$ cat src/logic/nhpi_pkg.sv
// Package for the NAND host pin controller: command codes, address layout, pin timing and busy limits.
// Assumes a 40 MHz core clock; cycle counts derive from the period below.
package nhpi_pkg;
  localparam int unsigned CLK_PERIOD_NS   = 25;
  localparam int unsigned STROBE_LOW_NS   = 50;
  localparam int unsigned STROBE_HIGH_NS  = 50;
  localparam int unsigned STROBE_LOW_CYC  = (STROBE_LOW_NS + CLK_PERIOD_NS - 1) / CLK_PERIOD_NS;
  localparam int unsigned STROBE_HIGH_CYC = (STROBE_HIGH_NS + CLK_PERIOD_NS - 1) / CLK_PERIOD_NS;
  localparam int unsigned PROG_TYP_US     = 200;
  localparam int unsigned ERASE_TYP_US    = 1500;
  localparam int unsigned BUSY_LIMIT_US   = 10 * ERASE_TYP_US;
  localparam int unsigned BUSY_LIMIT_CYC  = BUSY_LIMIT_US * 1000 / CLK_PERIOD_NS;
  localparam int unsigned PAGE_BYTES      = 2112;
  localparam logic [11:0] PAGE_LAST_COL   = 12'h83f;
  localparam logic [3:0]  COL_HI_ZERO     = 4'h0;
  localparam logic [7:0]  CMD_READ_1      = 8'h00;
  localparam logic [7:0]  CMD_READ_2      = 8'h30;
  localparam logic [7:0]  CMD_PROG_1      = 8'h80;
  localparam logic [7:0]  CMD_PROG_2      = 8'h10;
  localparam logic [7:0]  CMD_ERASE_1     = 8'h60;
  localparam logic [7:0]  CMD_ERASE_2     = 8'hd0;

  typedef enum logic [1:0] {
    NHPI_OP_READ  = 2'b00,
    NHPI_OP_PROG  = 2'b01,
    NHPI_OP_ERASE = 2'b10
  } nhpi_op_t;

  typedef enum logic [1:0] {
    NHPI_CYC_CMD  = 2'b00,
    NHPI_CYC_ADDR = 2'b01,
    NHPI_CYC_WR   = 2'b10,
    NHPI_CYC_RD   = 2'b11
  } nhpi_cyc_t;
endpackage : nhpi_pkg
$ cat src/logic/nhpi_cyc_if.sv
// Interface between the sequencer and the pin cycle engine.
// Assumes both ends run on the same core clock.
`timescale 1ns/1ps
interface nhpi_cyc_if;
  import nhpi_pkg::*;
  logic      req;
  nhpi_cyc_t kind;
  logic [7:0] wdata;
  logic      done;
  logic [7:0] rdata;
  modport seq (output req, output kind, output wdata, input done, input rdata);
  modport eng (input req, input kind, input wdata, output done, output rdata);
endinterface : nhpi_cyc_if

$ cat src/logic/nhpi_cycle_engine.sv
// Pin cycle engine: one command, address, write or read bus cycle per request.
// Assumes io_in is already synchronised by the caller.
`timescale 1ns/1ps
module nhpi_cycle_engine
  import nhpi_pkg::*;
(
  input  wire logic       core_clk_in,
  input  wire logic       reset_n_in,
  nhpi_cyc_if.eng         cyc,
  input  wire logic [7:0] io_sync_in,
  output logic            cle_out,
  output logic            ale_out,
  output logic            write_strobe_n_out,
  output logic            read_strobe_n_out,
  output logic [7:0]      io_o_out,
  output logic            io_oe_n_out
);
  typedef enum logic [1:0] {
    NHPI_E_IDLE = 2'b00,
    NHPI_E_LOW  = 2'b01,
    NHPI_E_HIGH = 2'b10
  } nhpi_eng_st_t;

  nhpi_eng_st_t st_q;
  logic [3:0]   cnt_q;
  logic         is_rd_q;
  logic [7:0]   rdata_q;
  logic         cle_q;
  logic         ale_q;
  logic         write_strobe_n_q;
  logic         read_strobe_n_q;
  logic [7:0]   io_o_q;
  logic         io_oe_n_q;

  assign cyc.done           = (st_q == NHPI_E_HIGH) && (cnt_q == 4'h0);
  assign cyc.rdata          = rdata_q;
  assign cle_out            = cle_q;
  assign ale_out            = ale_q;
  assign write_strobe_n_out = write_strobe_n_q;
  assign read_strobe_n_out  = read_strobe_n_q;
  assign io_o_out           = io_o_q;
  assign io_oe_n_out        = io_oe_n_q;

  always_ff @(posedge core_clk_in) begin
    if (!reset_n_in) begin
      st_q             <= NHPI_E_IDLE;
      cnt_q            <= 4'h0;
      is_rd_q          <= 1'b0;
      cle_q            <= 1'b0;
      ale_q            <= 1'b0;
      write_strobe_n_q <= 1'b1;
      read_strobe_n_q  <= 1'b1;
      io_o_q           <= 8'h00;
      io_oe_n_q        <= 1'b1;
    end else begin
      case (st_q)
        NHPI_E_IDLE: begin
          if (cyc.req) begin
            st_q    <= NHPI_E_LOW;
            cnt_q   <= 4'(STROBE_LOW_CYC - 1);
            is_rd_q <= (cyc.kind == NHPI_CYC_RD);
            cle_q   <= (cyc.kind == NHPI_CYC_CMD);
            ale_q   <= (cyc.kind == NHPI_CYC_ADDR);
            io_o_q  <= cyc.wdata;
            if (cyc.kind == NHPI_CYC_RD) begin
              read_strobe_n_q <= 1'b0;
              io_oe_n_q       <= 1'b1;
            end else begin
              write_strobe_n_q <= 1'b0;
              io_oe_n_q        <= 1'b0;
            end
          end
        end
        NHPI_E_LOW: begin
          if (cnt_q != 4'h0) begin
            cnt_q <= cnt_q - 4'h1;
          end else begin
            st_q             <= NHPI_E_HIGH;
            cnt_q            <= 4'(STROBE_HIGH_CYC - 1);
            write_strobe_n_q <= 1'b1;
            read_strobe_n_q  <= 1'b1;
          end
        end
        NHPI_E_HIGH: begin
          if (cnt_q != 4'h0) begin
            cnt_q <= cnt_q - 4'h1;
          end else begin
            st_q      <= NHPI_E_IDLE;
            cle_q     <= 1'b0;
            ale_q     <= 1'b0;
            io_oe_n_q <= 1'b1;
          end
        end
        default: st_q <= NHPI_E_IDLE;
      endcase
    end
  end

  // The two sync flops delay the pin, so the byte seen mid low time arrives just after the strobe rises.
  always_ff @(posedge core_clk_in) begin
    if (!reset_n_in) begin
      rdata_q <= 8'h00;
    end else if (st_q == NHPI_E_HIGH && cnt_q == 4'(STROBE_HIGH_CYC - 1) && is_rd_q) begin
      rdata_q <= io_sync_in;
    end
  end
endmodule : nhpi_cycle_engine

$ cat src/logic/nhpi_host.sv
// NAND host pin controller: runs read, program and erase sequences on the flash pins.
// Assumes one flash device on the pins and a user that honours the handshakes below.
// What this block does
// - Eight shared I/O lines carry command, address, write data out and read data in.
// - Command byte is latched on rising write strobe with command latch high.
// - Address byte is latched on rising write strobe with address latch high.
// - In read and program, the first two address cycles carry column bits 0 to 11, low byte first.
// - Host drives upper four I/O lines low in the second column cycle.
// - Read and program send two column then two row address cycles.
// - Block erase sends only the two row address cycles.
`timescale 1ns/1ps
module nhpi_host
  import nhpi_pkg::*;
#(
  parameter int unsigned BUSY_TIMEOUT_CYC = BUSY_LIMIT_CYC
)
(
  input  wire logic        core_clk_in,
  input  wire logic        reset_n_in,
  input  wire logic        op_valid_in,
  input  wire logic [1:0]  op_kind_in,
  input  wire logic [11:0] op_col_in,
  input  wire logic [15:0] op_row_in,
  input  wire logic        op_write_protect_in,
  output logic             op_ready_out,
  input  wire logic [7:0]  wr_data_in,
  input  wire logic        wr_valid_in,
  output logic             wr_ready_out,
  output logic [7:0]       rd_data_out,
  output logic             rd_valid_out,
  input  wire logic [11:0] rd_count_in,
  output logic             op_done_out,
  output logic             op_timeout_out,
  output logic             chip_select_n_out,
  output logic             cmd_latch_out,
  output logic             addr_latch_out,
  output logic             write_strobe_n_out,
  output logic             read_strobe_n_out,
  output logic             write_protect_n_out,
  output logic [7:0]       io_out,
  output logic             io_oe_n_out,
  input  wire logic [7:0]  io_in,
  input  wire logic        ready_busy_in
);
  typedef enum logic [2:0] {
    NHPI_S_IDLE  = 3'b000,
    NHPI_S_CMD1  = 3'b001,
    NHPI_S_ADDR  = 3'b010,
    NHPI_S_DATA  = 3'b011,
    NHPI_S_CMD2  = 3'b100,
    NHPI_S_WAIT  = 3'b101,
    NHPI_S_RDATA = 3'b110
  } nhpi_st_t;

  nhpi_cyc_if cyc ();

  nhpi_st_t    st_q;
  nhpi_op_t    op_q;
  logic [11:0] col_q;
  logic [15:0] row_q;
  logic [1:0]  acnt_q;
  logic [11:0] dcnt_q;
  logic [11:0] rlast_q;
  logic        issued_q;
  logic        wp_n_q;
  logic [31:0] wait_q;
  logic        rb_meta_q;
  logic        rb_q;
  logic [7:0]  io_meta_q;
  logic [7:0]  io_sync_q;
  logic        rd_valid_q;
  logic [7:0]  rd_data_q;
  logic        done_q;
  logic        tmo_q;
  logic [7:0]  addr_byte;
  logic        can_issue;
  logic        last_addr;

  // The ready line and the bus come from the device, so both pass two flops first.
  always_ff @(posedge core_clk_in) begin
    if (!reset_n_in) begin
      rb_meta_q <= 1'b1;
      rb_q      <= 1'b1;
      io_meta_q <= 8'h00;
      io_sync_q <= 8'h00;
    end else begin
      rb_meta_q <= ready_busy_in;
      rb_q      <= rb_meta_q;
      io_meta_q <= io_in;
      io_sync_q <= io_meta_q;
    end
  end

  nhpi_cycle_engine u_eng (
    .core_clk_in      (core_clk_in),
    .reset_n_in       (reset_n_in),
    .cyc              (cyc.eng),
    .io_sync_in       (io_sync_q),
    .cle_out            (cmd_latch_out),
    .ale_out            (addr_latch_out),
    .write_strobe_n_out (write_strobe_n_out),
    .read_strobe_n_out  (read_strobe_n_out),
    .io_o_out           (io_out),
    .io_oe_n_out        (io_oe_n_out)
  );

  always_comb begin
    case (acnt_q)
      2'd0:    addr_byte = (op_q == NHPI_OP_ERASE) ? row_q[7:0] : col_q[7:0];
      2'd1:    addr_byte = (op_q == NHPI_OP_ERASE) ? row_q[15:8] : {COL_HI_ZERO, col_q[11:8]};
      2'd2:    addr_byte = row_q[7:0];
      default: addr_byte = row_q[15:8];
    endcase
  end

  assign last_addr = (op_q == NHPI_OP_ERASE) ? (acnt_q == 2'd1) : (acnt_q == 2'd3);
  assign can_issue = !issued_q && !(st_q == NHPI_S_DATA && !wr_valid_in);
  assign cyc.req   = can_issue && (st_q inside {NHPI_S_CMD1, NHPI_S_ADDR, NHPI_S_DATA, NHPI_S_CMD2, NHPI_S_RDATA});

  always_comb begin
    case (st_q)
      NHPI_S_CMD1:  cyc.kind = NHPI_CYC_CMD;
      NHPI_S_CMD2:  cyc.kind = NHPI_CYC_CMD;
      NHPI_S_ADDR:  cyc.kind = NHPI_CYC_ADDR;
      NHPI_S_DATA:  cyc.kind = NHPI_CYC_WR;
      default:      cyc.kind = NHPI_CYC_RD;
    endcase
    case (st_q)
      NHPI_S_CMD1: cyc.wdata = (op_q == NHPI_OP_READ) ? CMD_READ_1 : (op_q == NHPI_OP_PROG) ? CMD_PROG_1 : CMD_ERASE_1;
      NHPI_S_CMD2: cyc.wdata = (op_q == NHPI_OP_READ) ? CMD_READ_2 : (op_q == NHPI_OP_PROG) ? CMD_PROG_2 : CMD_ERASE_2;
      NHPI_S_ADDR: cyc.wdata = addr_byte;
      NHPI_S_DATA: cyc.wdata = wr_data_in;
      default:     cyc.wdata = 8'h00;
    endcase
  end

  assign op_ready_out        = (st_q == NHPI_S_IDLE) && rb_q;
  assign wr_ready_out        = (st_q == NHPI_S_DATA) && can_issue;
  assign chip_select_n_out   = (st_q == NHPI_S_IDLE);
  assign write_protect_n_out = wp_n_q;
  assign rd_data_out         = rd_data_q;
  assign rd_valid_out        = rd_valid_q;
  assign op_done_out         = done_q;
  assign op_timeout_out      = tmo_q;

  always_ff @(posedge core_clk_in) begin
    if (!reset_n_in) begin
      st_q     <= NHPI_S_IDLE;
      op_q     <= NHPI_OP_READ;
      col_q    <= 12'h000;
      row_q    <= 16'h0000;
      acnt_q   <= 2'd0;
      dcnt_q   <= 12'h000;
      rlast_q  <= 12'h000;
      issued_q <= 1'b0;
      wp_n_q   <= 1'b0;
      wait_q   <= 32'h0000_0000;
    end else begin
      if (cyc.req) begin
        issued_q <= 1'b1;
      end
      case (st_q)
        NHPI_S_IDLE: begin
          if (op_valid_in && rb_q) begin
            st_q    <= NHPI_S_CMD1;
            op_q    <= nhpi_op_t'(op_kind_in);
            col_q   <= op_col_in;
            row_q   <= op_row_in;
            rlast_q <= rd_count_in;
            wp_n_q  <= !op_write_protect_in;
            acnt_q  <= 2'd0;
            dcnt_q  <= op_col_in;
          end
        end
        NHPI_S_CMD1: if (cyc.done) begin
          issued_q <= 1'b0;
          st_q     <= NHPI_S_ADDR;
        end
        NHPI_S_ADDR: if (cyc.done) begin
          issued_q <= 1'b0;
          acnt_q   <= acnt_q + 2'd1;
          if (last_addr) begin
            st_q <= (op_q == NHPI_OP_PROG) ? NHPI_S_DATA : NHPI_S_CMD2;
          end
        end
        NHPI_S_DATA: if (cyc.done) begin
          issued_q <= 1'b0;
          dcnt_q   <= dcnt_q + 12'h001;
          if (dcnt_q == PAGE_LAST_COL) begin
            st_q <= NHPI_S_CMD2;
          end
        end
        NHPI_S_CMD2: if (cyc.done) begin
          issued_q <= 1'b0;
          wait_q   <= 32'h0000_0000;
          st_q     <= NHPI_S_WAIT;
        end
        NHPI_S_WAIT: begin
          // Busy is asserted some time after the confirm command, so a short settle is allowed.
          wait_q <= wait_q + 32'h0000_0001;
          if ((rb_q && wait_q > 32'h0000_0008) || wait_q == 32'(BUSY_TIMEOUT_CYC)) begin
            dcnt_q <= 12'h000;
            st_q   <= (op_q == NHPI_OP_READ && wait_q != 32'(BUSY_TIMEOUT_CYC)) ? NHPI_S_RDATA : NHPI_S_IDLE;
          end
        end
        NHPI_S_RDATA: if (cyc.done) begin
          issued_q <= 1'b0;
          dcnt_q   <= dcnt_q + 12'h001;
          if (dcnt_q == rlast_q) begin
            st_q <= NHPI_S_IDLE;
          end
        end
        default: st_q <= NHPI_S_IDLE;
      endcase
    end
  end

  always_ff @(posedge core_clk_in) begin
    if (!reset_n_in) begin
      rd_valid_q <= 1'b0;
      rd_data_q  <= 8'h00;
      done_q     <= 1'b0;
      tmo_q      <= 1'b0;
    end else begin
      rd_valid_q <= (st_q == NHPI_S_RDATA) && cyc.done;
      if ((st_q == NHPI_S_RDATA) && cyc.done) begin
        rd_data_q <= cyc.rdata;
      end
      done_q <= ((st_q == NHPI_S_RDATA) && cyc.done && dcnt_q == rlast_q) ||
                ((st_q == NHPI_S_WAIT) && op_q != NHPI_OP_READ && rb_q && wait_q > 32'h0000_0008);
      tmo_q  <= (st_q == NHPI_S_WAIT) && (wait_q == 32'(BUSY_TIMEOUT_CYC));
    end
  end
endmodule : nhpi_host

$ cat config.mk
export PLATFORM = sky130hd
export DESIGN_NAME = nhpi_host
export DESIGN_NICKNAME = d
export VERILOG_FILES = /design/src/logic/nhpi_pkg.sv /design/src/logic/nhpi_cyc_if.sv /design/src/logic/nhpi_cycle_engine.sv /design/src/logic/nhpi_host.sv
export SDC_FILE = /design/constraint.sdc
export NUM_CORES = 1
export LEC_CHECK = 0
export BUFFER_PORTS_ARGS = -buffer_cell sky130_fd_sc_hd__buf_2
export CAP_MARGIN = 10
export CORE_ASPECT_RATIO = 1.4
export CORE_UTILIZATION = 39
export DETAILED_ROUTE_END_ITERATION = 10
export PLACE_DENSITY = 0.64
export SLEW_MARGIN = 15
export SYNTH_ARGS = -nofsm -noshare
export SYNTH_HDL_FRONTEND = slang
export SYNTH_SLANG_ARGS = --single-unit
$ cat constraint.sdc
create_clock -name core_clk_in -period 4.3 [get_ports core_clk_in]
set_input_delay 0.645 -clock core_clk_in [delete_from_list [all_inputs] [get_ports core_clk_in]]
set_output_delay 0.645 -clock core_clk_in [all_outputs]
set_load 0.05 [all_outputs]
* Word-level counts from Yosys, hierarchy flattened *
Index checks and enable logic that the tools add are counted.
Widths: inputs -> output; s select.

word-level totals
  bits in registers = 150
  input bits = 64
  output and inout bits = 28

operators by class
  $add $sub $neg = 4
  $lt $le $gt $ge = 1
  eq/ne operators = 37
  multiplexer cells = 58
  reductions and logical operators = 52

operators by type and width
  cell                   number
  $pmux 32 s2            1
  $mux 8                 6
  $mux 12                3
  $mux 3                 12
  $pmux 12 s3            1
  $add 32x1->32 const B  1
  $eq 32x20->1 const B   1
  $gt 32x4->1 const B    1
  $mux 32                1
  $ne 32x20->1 const B   1
  $pmux 8 s4             1
  $ne 2x2->1 const B     12
  $pmux 8 s3             1
  $pmux 3 s7             1
  $logic_and 1x1->1      17
  $mux 1                 14
  $add 12x1->12 const B  1
  $eq 12x12->1           1
  $eq 12x12->1 const B   1
  $mux 4                 3
  $pmux 2 s3             2
  $pmux 4 s3             1
  $reduce_and 3->1       4
  $reduce_and 4->1       3
  other kinds (25)       62

* Longest topological paths before layout *
  word-level depth = 8
  mapped depth = 10
  gate-level depth less buffers = 8

* Hierarchy *
From an unflattened synthesis, not the netlist that was laid out.

unflattened totals
  cells, all modules = 886
  area total of the unflattened synthesis = 7148.1 µm²

by module, submodules not included
  module             times used  cells an instance  area each (µm²)
  nhpi_host          1           734                5805.6
  nhpi_cycle_engine  1           152                1342.5

* Least setup slack after synthesis *
No wires, ideal clock.

  path kind = reg2out
  start = register st_q[2]
  end = output wr_ready_out
  data arrival time = 2488 ps
  data required time = 3655 ps
  slack = 1167 ps
  stages on the path, launching flop included = 5
  cell sequence = dfxtp_1 -> buf_4 -> clkbuf_1 -> clkbuf_1 -> nor4b_1

on the way
  cells in the longest elaborated chain, start to end = 5

RTL lines
  what                    RTL line                            text
  from (decl)             nhpi_host.sv:57                     nhpi_st_t st_q;
  from (signal assigned)  nhpi_host.sv:183                    st_q <= (op_q == NHPI_OP_PROG) ? NHPI_S_DATA : NHPI_S_CMD2;
  from (signal assigned)  nhpi_host.sv:203                    st_q <= (op_q == NHPI_OP_READ && wait_q != 32'(BUSY_TIMEOUT_CYC)) ? NHPI_S_RDATA : NHPI_S_IDLE;
  $eq 3x2->1 *            nhpi_host.sv:117, nhpi_host.sv:138
  $logic_and 1x1->1       nhpi_host.sv:117                    assign can_issue = !issued_q && !(st_q == NHPI_S_DATA && !wr_valid_in);
  $logic_not 1->1         nhpi_host.sv:117
  $logic_and 1x1->1       nhpi_host.sv:117
  $logic_and 1x1->1 *     nhpi_host.sv:138                    assign wr_ready_out = (st_q == NHPI_S_DATA) && can_issue;
  to (decl)               nhpi_host.sv:28                     output logic wr_ready_out,

Every way passes the cells marked *; elsewhere a longest branch is shown, timed or not.

* Final worst setup path *
  start = register st_q[1]
  end = output wr_ready_out

Same word-level chain as after synthesis.

==> metrics.txt <==
initial core utilization 40.2%; Synth async-reset ratio 0%; final instance area 0.00825 mm^2; Worst Hold Slack 399 ps; Cell Area, Synth 0.00705 mm^2; Critical Path RT 3650 ps; wirelength, routed 17700 um; Ports 92; initial drt markers 336; Core Util, Final 47.0%; Area Overhead vs Synth 17.0%; vias in the first global route 5922; first-pass GRT wire length 28900 um; Sequential Area 0.00300 mm^2; Mapped Nets 937; CTS tree yes; Routed Antenna Nets 0; RSZ-0062 raised after global routing false; R2R Path Start st_q[2]$_SDFFE_PN0P_; Reg2Reg Setup Slack 1660 ps; die area 0.0186 mm^2; Pre-Repair DR Iteration Count 5; syn avg cell area 8.19 um^2; number of port buffers 91; CTS max path bufs 2; Layout fillers 1771; CTS Sinks 150; CP endpoint kind primary output; sequential area share after synthesis 42.6%; cts hold-fix bufs 0; Worst-Margin Slew 834 ps; reg2reg path depth 6; Yosys reg bits 150; clk slew on worst S/H paths 60 ps; post-route insts no fill 1173; post-CTS setup buffer count 0; drt wl/cell 15.1 um; Worst setup SP type flop; Post-synth EDFFs 0; Syn Inst Count 860; CP arrival 2120 ps; proportion of layout cells with a drive suffix above 1 15.7%; initial antenna violation count 0; ys flop type dfxtp_1; total CTS buffers 17; area of the multi-input gates 0.00376 mm^2; largest net degree at the start of global routing 56; Hold WC Path Type in -> reg; Die W 116 um; gpl congestion 0.875; Worst VDD drop 0.277 mV; slew margin rel. 44.0%; clock root buffer clkbuf_16; leak pwr 3.40 nW; FMAX 361 MHz; Final Cycle Share 64.3%; r2r endpoint u_eng.io_o_out[7]$_SDFFE_PN0P_; final hold violation count 0; Die Y 161 um; H-tree Lvls 4; DRC 0; CP endpoint wr_ready_out; clk_lat worst skew 420 ps; Nets 1002; CP startpoint st_q[1]$_SDFFE_PN0P_; grt total ovfl 0; GRT Overall Usage 19.9%; Slew Viols, Final 0; Setup-failing EPs final 0; DR vias 6308; Rows 57; Post-DP HPWL 12500 um; setup tns final 0 ps; Worst Path Max Fanout 24; Unique masters post-synth 63; vias per cell 5.38; Pwr Density 559 mW/mm^2; count of max-cap constraint violations 0; dpl cell area 0.00765 mm^2; # diodes 0; Core Area 0.0175 mm^2; clock skew 6.29 ps; Setup Crit Path Kind reg -> out; fin crit period 2770 ps; Post-CTS Resized 0; Ys Warns 0; outcome completed; Placed Instances 1142
## placed cells by master, fill, tap and decap left out, drive strengths merged, types with 4 or more instances in the layout
cell	instances
clkinv	4
a2bb2oi	6
o21ai	30
and3	10
o21a	5
ha	13
nor2	69
xor2	19
a22oi	4
a211oi	8
mux2i	29
a21oi	87
nand4	16
nor3	11
nor2b	6
o211ai	12
nand2	148
nand3b	4
nand2b	7
clkbuf	17
a32oi	5
dfxtp	150
a22o	8
nor4	17
and2	27
a31oi	6
or3	8
nand3	37
mux2	4
a311oi	6
buf	100
inv	20
o211a	6
## cells in the mapped netlist, drive strengths merged (16+ instances only)
cell type	n	area [um^2]
nand3	37	185
and2	27	169
dfxtp	150	3000
nand2	148	556
nand4	16	100
mux2i	29	290
nor4	17	119
o21ai	30	150
clkbuf	45	169
nor2	69	259
inv	16	60.1
a21oi	87	435
xor2	19	166
## worst max-delay path, cell delays in order, from the launching register on
cell	delay [ps]
dfxtp_1	770
nand2_1	170
nor4b_1	420
buf_2	340
## kinds of logic (layout without fill, tap and decap cells)
kind of cell,after synthesis,after routing,share of synthesized area (%)
flip-flops,150,150,42.6
AO/OA/AOI/OAI,199,199,18.2
XOR/XNOR,22,22,2.73
adder cells (fa/ha/maj),13,13,2.31
multiplexers,33,33,4.76
buffers and inverters,70,147,3.96
AND/OR/NAND/NOR,373,373,25.5
## registers in the layout, indices dropped and copies added, names as in the netlist, 2 cells and up
signal / count
row_q: 16
col_q: 12
io_meta_q: 8
io_sync_q: 8
op_q: 2
acnt_q: 2
u_eng.cyc.rdata: 8
rlast_q: 12
u_eng.st_q: 2
wait_q: 32
u_eng.io_o_out: 8
dcnt_q: 12
st_q: 3
u_eng.cnt_q: 4
rd_data_out: 8
## layer usage
layer / up-vias / GRT usage [%] / wire length [um]
met1: 2946 / 23.2 / 7560
met4: 0 / 9.27 / 521
met3: 36 / 3.79 / 681
met5: - / 0 / 0
met2: 161 / 34.5 / 8970
li1: 3165 / - / -
## worst min-delay path by stage
stage / endpoint / slack (ps) / depth (start not counted) / startpoint
after floorplan: rb_q$_SDFF_PN1_ / 390 / 1 / rb_meta_q$_SDFF_PN1_
after detailed placement: io_sync_q[3]$_SDFF_PN0_ / 420 / 1 / io_meta_q[3]$_SDFF_PN0_
after CTS: write_protect_n_out$_SDFFE_PN0P_ / 380 / 2 / op_write_protect_in
after global routing: write_protect_n_out$_SDFFE_PN0P_ / 400 / 2 / op_write_protect_in
final: write_protect_n_out$_SDFFE_PN0P_ / 400 / 2 / op_write_protect_in
after global placement: rb_q$_SDFF_PN1_ / 410 / 1 / rb_meta_q$_SDFF_PN1_
## where the power goes
part           switching, mW  internal [mW]  total (mW)
clock                  0.600          0.915        1.52
combinational          0.806          0.485        1.29
sequential             0.232           1.57        1.80
## area by class of cell
cell class	count	share of cell area, %
clock buffer	17	5.16
clock inverter	14	2.12
inverter	16	0.728
multi-input combinational	640	45.7
sequential	150	36.4
tap	236	3.58
timing repair buffer	100	6.34
## metrics by stage
stage / setup WS (ps) / total power, mW
final: 1530 / 4.61
after global placement: 1780 / 3.11
after global routing: 1370 / 4.88
after floorplan: 1170 / 2.80
after detailed placement: 1690 / 3.12
after CTS: 1520 / 4.65
(Power assumes the default switching activity.)
